**src/csb_pkg.sv**
```systemverilog
package csb_pkg;
    // Security register location in flash address space.
    localparam logic [15:0] SEC_ADDR = 16'hffff;
    // Security register bit positions.
    localparam int LOCK_BIT = 0;
    localparam int MOVC_BIT = 1;
    localparam int ENC_BIT = 2;
    // Reset value of the register after a whole-chip erase.
    localparam logic [2:0] SEC_ERASED = 3'h7;
    // Port 0 encoding key; the value is arbitrary.
    localparam logic [7:0] ENC_KEY = 8'ha5;
    // Programmer operation encodings.
    localparam logic [1:0] OP_IDLE = 2'h0;
    localparam logic [1:0] OP_READ = 2'h1;
    localparam logic [1:0] OP_PROG = 2'h2;
    localparam logic [1:0] OP_ERASE = 2'h3;
endpackage : csb_pkg

```
**src/csb_core.sv**
```systemverilog
`timescale 1ns/10ps
module csb_core (
    // Clock and reset.
    input wire logic sys_clk,
    input wire logic rstn,
    // Programmer side, valid in flash mode.
    input wire logic flash_mode,
    input wire logic [1:0] prog_op,
    input wire logic [15:0] prog_addr,
    input wire logic [7:0] prog_wdata,
    input wire logic [7:0] array_rdata,
    output logic [7:0] prog_rdata,
    output logic prog_rvalid,
    output logic array_we,
    output logic array_erase,
    // Core table-read side.
    input wire logic movc_req,
    input wire logic movc_from_int,
    input wire logic movc_to_int,
    output logic movc_int_ok,
    // Port 0 output path.
    input wire logic [7:0] p0_data,
    output logic [7:0] p0_pin,
    // Current security state.
    output logic lock_n,
    output logic movc_inh_n,
    output logic enc_n
);
    typedef struct packed {
        logic [2:0] sec;
        logic [7:0] rdata;
        logic rvalid;
        logic we;
        logic erase;
        logic int_ok;
        logic [7:0] pin;
    } csb_state_t;

    csb_state_t st_r;
    csb_state_t st_nxt;
    logic sel_sec;
    logic locked;

    // Decodes one programmer operation; only flash mode lets any through.
    function automatic logic csb_op_is(input logic mode,
                                       input logic [1:0] op,
                                       input logic [1:0] code);
        return mode && (op == code);
    endfunction : csb_op_is

    ///////////////////////////////////////////////////////////////////////
    always_comb begin
        sel_sec = flash_mode
            && (prog_addr == csb_pkg::SEC_ADDR);
        locked = !st_r.sec[csb_pkg::LOCK_BIT];
        st_nxt = st_r;
        st_nxt.rvalid = 1'b0;
        st_nxt.we = 1'b0;
        st_nxt.erase = 1'b0;
        st_nxt.rdata = 8'h00;
        if (flash_mode) begin
            case (prog_op)
                csb_pkg::OP_READ: begin
                    st_nxt.rvalid = 1'b1;
                    if (locked) begin
                        st_nxt.rdata = 8'hff;
                    end else if (sel_sec) begin
                        st_nxt.rdata = {5'h1f, st_r.sec};
                    end else begin
                        st_nxt.rdata = array_rdata;
                    end
                end
                csb_pkg::OP_PROG: begin
                    // Programming can only clear bits; only an erase sets them back to one.
                    if (!locked && sel_sec) begin
                        st_nxt.sec = st_r.sec & prog_wdata[2:0];
                    end else if (!locked) begin
                        st_nxt.we = 1'b1;
                    end
                end
                csb_pkg::OP_ERASE: begin
                    st_nxt.sec = csb_pkg::SEC_ERASED;
                    st_nxt.erase = 1'b1;
                end
                default: begin
                end
            endcase
        end
        st_nxt.int_ok = !movc_to_int || movc_from_int
            || st_r.sec[csb_pkg::MOVC_BIT];
        if (!movc_req) begin
            st_nxt.int_ok = 1'b1;
        end
        if (!st_r.sec[csb_pkg::ENC_BIT]) begin
            st_nxt.pin = p0_data ^ csb_pkg::ENC_KEY;
        end else begin
            st_nxt.pin = p0_data;
        end
    end

    ///////////////////////////////////////////////////////////////////////
    always_ff @(posedge sys_clk) begin
        if (!rstn) begin
            st_r.rdata <= 8'h00;
            st_r.rvalid <= 1'b0;
            st_r.we <= 1'b0;
            st_r.erase <= 1'b0;
            st_r.int_ok <= 1'b1;
            st_r.pin <= 8'h00;
            // Security bits are nonvolatile: system reset leaves them alone.
            st_r.sec <= st_r.sec;
        end else begin
            st_r <= st_nxt;
        end
    end

    assign prog_rdata = st_r.rdata;
    assign prog_rvalid = st_r.rvalid;
    assign array_we = st_r.we;
    assign array_erase = st_r.erase;
    assign movc_int_ok = st_r.int_ok;
    assign p0_pin = st_r.pin;
    assign lock_n = st_r.sec[csb_pkg::LOCK_BIT];
    assign movc_inh_n = st_r.sec[csb_pkg::MOVC_BIT];
    assign enc_n = st_r.sec[csb_pkg::ENC_BIT];

    ///////////////////////////////////////////////////////////////////////
    // The sampled reset keeps out the release edge, where the nonvolatile
    // bits may still be unknown before the first erase.
    property p_sec_no_rise;
        @(posedge sys_clk) disable iff (!rstn)
        rstn && !csb_op_is(flash_mode, prog_op, csb_pkg::OP_ERASE)
            |=> ((st_r.sec & ~$past(st_r.sec)) == 3'h0);
    endproperty
    a_sec_no_rise: assert property (p_sec_no_rise)
        else $error("bit rose");

    property p_locked_read;
        @(posedge sys_clk) disable iff (!rstn)
        flash_mode && prog_op == csb_pkg::OP_READ && !lock_n
            |=> prog_rvalid && prog_rdata == 8'hff;
    endproperty
    a_locked_read: assert property (p_locked_read)
        else $error("lock leak");

    property p_erase_all;
        @(posedge sys_clk) disable iff (!rstn)
        flash_mode && prog_op == csb_pkg::OP_ERASE
            |=> array_erase && lock_n && movc_inh_n && enc_n;
    endproperty
    a_erase_all: assert property (p_erase_all)
        else $error("erase fail");

    property p_normal_no_touch;
        @(posedge sys_clk) disable iff (!rstn)
        rstn && !flash_mode
            |=> $stable(st_r.sec) && !prog_rvalid && !array_we;
    endproperty
    a_normal_no_touch: assert property (p_normal_no_touch)
        else $error("normal access");

    property p_sec_select;
        @(posedge sys_clk) disable iff (!rstn)
        flash_mode && prog_op == csb_pkg::OP_READ && lock_n
            && prog_addr == csb_pkg::SEC_ADDR
            |=> prog_rdata == {5'h1f, $past(st_r.sec)};
    endproperty
    a_sec_select: assert property (p_sec_select)
        else $error("sec read");

    property p_movc_block;
        @(posedge sys_clk) disable iff (!rstn)
        movc_req && !movc_from_int && movc_to_int && !movc_inh_n
            |=> !movc_int_ok;
    endproperty
    a_movc_block: assert property (p_movc_block)
        else $error("movc leak");

    property p_movc_internal;
        @(posedge sys_clk) disable iff (!rstn)
        movc_req && movc_from_int |=> movc_int_ok;
    endproperty
    a_movc_internal: assert property (p_movc_internal)
        else $error("movc int");

    property p_movc_free;
        @(posedge sys_clk) disable iff (!rstn)
        movc_req && movc_inh_n |=> movc_int_ok;
    endproperty
    a_movc_free: assert property (p_movc_free)
        else $error("movc free");

    property p_encode;
        @(posedge sys_clk) disable iff (!rstn)
        !enc_n |=> p0_pin == ($past(p0_data) ^ csb_pkg::ENC_KEY);
    endproperty
    a_encode: assert property (p_encode)
        else $error("no encode");

    property p_enc_stays;
        @(posedge sys_clk) disable iff (!rstn)
        !enc_n && !(flash_mode && prog_op == csb_pkg::OP_ERASE) |=> !enc_n;
    endproperty
    a_enc_stays: assert property (p_enc_stays)
        else $error("enc reset");

    property p_locked_prog;
        @(posedge sys_clk) disable iff (!rstn)
        csb_op_is(flash_mode, prog_op, csb_pkg::OP_PROG) && !lock_n
            |=> !array_we && $stable(st_r.sec);
    endproperty
    a_locked_prog: assert property (p_locked_prog)
        else $error("locked prog");

    property p_sec_program;
        @(posedge sys_clk) disable iff (!rstn)
        csb_op_is(flash_mode, prog_op, csb_pkg::OP_PROG) && lock_n
            && prog_addr == csb_pkg::SEC_ADDR
            |=> st_r.sec == ($past(st_r.sec) & $past(prog_wdata[2:0]));
    endproperty
    a_sec_program: assert property (p_sec_program)
        else $error("sec program");
endmodule : csb_core

```
**config.mk**
```make
export PLATFORM = sky130hd
export DESIGN_NAME = csb_core
export DESIGN_NICKNAME = d
export VERILOG_FILES = /design/src/csb_pkg.sv /design/src/csb_core.sv
export SDC_FILE = /design/constraint.sdc
export NUM_CORES = 1
export LEC_CHECK = 0
export BUFFER_PORTS_ARGS = -buffer_cell sky130_fd_sc_hd__buf_2
export CAP_MARGIN = 20
export CELL_PAD_IN_SITES_DETAIL_PLACEMENT = 1
export CELL_PAD_IN_SITES_GLOBAL_PLACEMENT = 1
export CORE_ASPECT_RATIO = 0.9
export CORE_MARGIN = 4
export CORE_UTILIZATION = 27
export CTS_CLUSTER_DIAMETER = 30
export DETAILED_ROUTE_END_ITERATION = 8
export PLACE_DENSITY = 0.84
export SYNTH_ARGS = -nofsm -noshare
export SYNTH_HDL_FRONTEND = slang
export SYNTH_SLANG_ARGS = --single-unit
```
**constraint.sdc**
```tcl
create_clock -name sys_clk -period 4.4 [get_ports sys_clk]
set_clock_uncertainty 0.1 [all_clocks]
set_input_delay 0.22 -clock sys_clk [delete_from_list [all_inputs] [get_ports sys_clk]]
set_output_delay 0.22 -clock sys_clk [all_outputs]
set_load 0.03 [all_outputs]
```
-- Yosys cells after proc, flatten, opt, wreduce, memory -nomap -nowiden
Index checks and enable logic that the tools add are counted.
- flip-flop bits (word level): 23
- input bits: 48
- output and inout bits: 23
- logic and storage cells: 36
- equality and inequality tests: 5
- mux-type cells: 8
- bitwise gates (word level): 5
- reduce and logical (&&, ||, !) cells: 11
- operators with widths (operator ; count):
    $mux W8 ; 3
    $eq A16 B16 Y1 const B ; 1
    $pmux W3 S2 ; 1
    $eq A2 B2 Y1 const B ; 2
    $not A4 Y4 ; 1
    $reduce_and A2 Y1 ; 2
    $reduce_and A4 Y1 ; 1
    $reduce_or A4 Y1 ; 1
    $and A3 B3 Y3 ; 1
    $mux W1 ; 3
    $mux W3 ; 1
    $not A1 Y1 ; 3
    $reduce_and A3 Y1 ; 1
    $eq A2 B1 Y1 const B ; 1
    $logic_and A1 B1 Y1 ; 2
    $logic_or A1 B1 Y1 ; 2
    $ne A2 B2 Y1 const B ; 1
    $reduce_bool A2 Y1 ; 1
    $logic_not A1 Y1 ; 1

-- Depth between registers and ports, before layout
- depth after elaboration: 5
- depth in mapped cells: 5
- mapped depth without buffers: 4

-- Least setup slack after synthesis
Ideal clock, no wire load.
- kind: input to register
- start point: input port prog_addr[8]
- end point: register st_r, in the netlist enc_n, enable pin
- library setup time: 0.302 ns
- arrival time: 1.234 ns
- data required time: 3.998 ns
- slack: 2.764 ns
- stages: 5
- buffers on the path: 1
- path through: nand4_1 or4_4 buf_6 nor3_1 o21a_1
- cells in the longest elaborated chain, start to end: 5
- RTL lines (item ; line ; RTL):
    from (decl) ; csb_core.sv:9 ; input wire logic [15:0] prog_addr,
    $eq A16 B16 Y1 ; csb_core.sv:54 ; && (prog_addr == csb_pkg::SEC_ADDR);
    $logic_and A1 B1 Y1 ; csb_core.sv:54 ;
    $logic_and A1 B1 Y1 ; csb_core.sv:75 ; if (!locked && sel_sec) begin
    $ne A2 B2 Y1 (no source line) ; - ;
    $reduce_and A4 Y1 (no source line) ; - ;
    to (signal assigned) ; csb_core.sv:113 ; st_r <= st_nxt;
    to (decl) ; csb_core.sv:39 ; csb_state_t st_r;
No other way between the ends.
A chain may end at the register's enable or synchronous reset.

-- Final worst setup path
- start point: register st_r, in the netlist movc_inh_n
- end point: register st_r, in the netlist movc_int_ok
- cells in the longest elaborated chain, start to end: 1
- RTL lines (item ; line ; RTL):
    $logic_or A1 B1 Y1 ; csb_core.sv:90 ; || st_r.sec[csb_pkg::MOVC_BIT];
No other way between the ends.

==> flow_metrics.tcl <==
set metrics [dict create \
    status "finished clean" \
    worst-setup-path-type "flop to flop" \
    power.density_nw_per_um2 298 \
    slew_headroom_pct 79.5 \
    rr_endpoint "movc_int_ok" \
    cts_sinks 23 \
    cp.buffers_inverters 1 \
    cts_max_level 1 \
    maxCapViolations 0 \
    hpwl_um 2070 \
    die_h_um 60.8 \
    initial_core_util_pct 29.3 \
    min_from "array_rdata[7]" \
    synth.area.top_cells "dfxtp_1, edfxtp_1, o21a_1" \
    clk_pin_slew_ns 0.12 \
    holdCritPathClass "primary input to flop" \
    io_pins 71 \
    drt_pre_antenna_iters 4 \
    netlist.area_leader.share_pct 47.8 \
    layout-drive-gt1-share_pct 48.3 \
    globalplace.congestion 0.687 \
    drc 0 \
    fin_crit_sh_pct 35.6 \
    whs_endpoint "prog_rdata[7]" \
    final_common_cell "buf_2" \
    synthesis.nets 124 \
    cp-end-kind "flop" \
    ys_ff_latch 23 \
    finalCriticalPeriod_ns 1.57 \
    reg2regPathDepth 3 \
    rrSetupSlack_ns 2.83 \
    cts_buffers 3 \
    hold_viol_final 0 \
    antenna_left 0 \
    port_buffers 65 \
    stdcell_count 185 \
    cts_setup_buffers 0 \
    drt_iter0_drc 13 \
    antenna_found_initial 0 \
    cp.arrival_ns 1.68 \
    synth_top_cell_by_area "dfxtp_1" \
    routed_via_density 4.44 \
    grt_max_degree 13 \
    path_max_fanout 4 \
    ir_worst_vdd_v 0.0000912 \
    first_global_vias 876 \
    vias 821 \
    slowest_stage "dlygate4sd3_1" \
    seq_area_frac_synth_pct 58.6 \
    ys_warn_count 0 \
    final_cell_mix "buf_2, dfxtp_1, nand2_1, o21a_1, and2_1" \
    areaGrowthSynthToFinish_pct 50.1 \
    max_slew.worst_pin.slew_ns 0.307 \
    path_cells "nor4bb_1, nand2_1, dlygate4sd3_1" \
    synthesis.area_um2 837 \
    synth_cells 76 \
    slowest_delay_ns 0.56 \
    cts_tree "yes" \
    grt_pass1_wl_um 3700 \
    syn_avg_cell_area_um2 11.0 \
    finalSetupViolations 0 \
    n_antenna_cell 0 \
    static-leakage-power_nw 0.613 \
    rsz0062_at_grt "no" \
    routed_wl_um 2480 \
    die-area_um2 4060 \
    core_area_um2 2860 \
    rows 18 \
    yosys.cell_types.count 20 \
    post_drt_wl_per_cell_um 13.4 \
    nets 194 \
    fmax_mhz 639 \
    cts_buffer_depth 2 \
    cts_root_buf "clkbuf_4" \
    crit_family "buffers and inverters" \
    dieWidth_um 66.7 \
    placed_cell_area_um2 1190 \
    dp_cells 177 \
    grt_usage_pct 12.5 \
    maxSlewViolCount 0 \
    worstSetupStartpointType "flop" \
    tns_ns 0 \
    r2r_start "movc_inh_n" \
    clkLatencyLatePin_ns 0.31 \
    critPathRequiredTime_ns 4.51 \
    whs_path_depth 2 \
    stdcell_area_um2 1260 \
    overflow 0 \
]
-- cell usage after synthesis, drive strengths merged --
library cell and n:
and4b 1, or4 1, nand2 9, nand4 5, clkbuf 3, a21boi 2, o21a 9, nor3 1
edfxtp 3, xnor2 4, nor3b 1, nand3 1, and2 9, buf 1, inv 1, dfxtp 20
nor4bb 1, and3 1, o21ai 3
-- worst max-delay path by stage --
stage                             from          end  slack (ns)  cells after the start
final                       movc_inh_n  movc_int_ok        2.83                      3
after global routing        movc_inh_n  movc_int_ok        2.69                      3
after CTS                   movc_inh_n  movc_int_ok        2.85                      3
after detailed placement    flash_mode        enc_n        2.65                      5
after global placement    prog_addr[8]        enc_n        2.69                      5
after floorplan           prog_addr[8]        enc_n        2.76                      5
-- logic make-up after synthesis --
| kind of cell | share of synthesized area (%) |
|---|---|
| AND/OR/NAND/NOR | 21.1 |
| AO/OA/AOI/OAI | 13.0 |
| buffers and inverters | 3.14 |
| XOR/XNOR | 4.18 |
| flip-flops | 58.6 |
-- area by class of cell --
class / instances / area [um2]
fillers: 373 / 1600
flip-flops and latches: 23 / 490
repair buffers: 69 / 365
multi-input cells: 48 / 320
well taps: 40 / 50.0
clock buffers: 4 / 26.3
inverters: 1 / 3.75
-- metrics by stage --
step	setup slack, ns	utilization [%]	hold WS [ns]	power [mW]
3_3_place_gp	2.69	41.6	0.288	0.281
3_5_place_dp	2.65	41.6	0.292	0.283
4_1_cts	2.85	43.2	0.00260	0.378
6_report	2.83	43.9	0.0152	0.375
5_1_grt	2.69	43.9	0.00670	0.392
2_1_floorplan	2.76	-	0.182	0.254
-- power breakdown --
group	switching (mW)	total, mW	internal (mW)
combinational	0.0311	0.0580	0.0269
clock	0.0591	0.0945	0.0355
sequential	0.00246	0.222	0.220
-- layer usage --
| metal | share of wire (%) | GRT usage (%) |
|---|---|---|
| met1 | 39 | 13.1 |
| met2 | 50 | 22.9 |
| met3 | 9.5 | 3.15 |
| met4 | 1.3 | 6.96 |
| met5 | 0 | 0 |
-- sequential cells by signal, summed over array words and instances, names as in the netlist --
name         flops
array_erase      1
array_we         1
movc_int_ok      1
movc_inh_n       1
prog_rvalid      1
enc_n            1
prog_rdata       8
p0_pin           8
lock_n           1
-- what timing repair did --
action	CTS	global route
endpoints found under the hold margin	1	2
resized for setup	0	0
hold buffers	2	2
No activity file was read; power rests on OpenSTA's default activity.
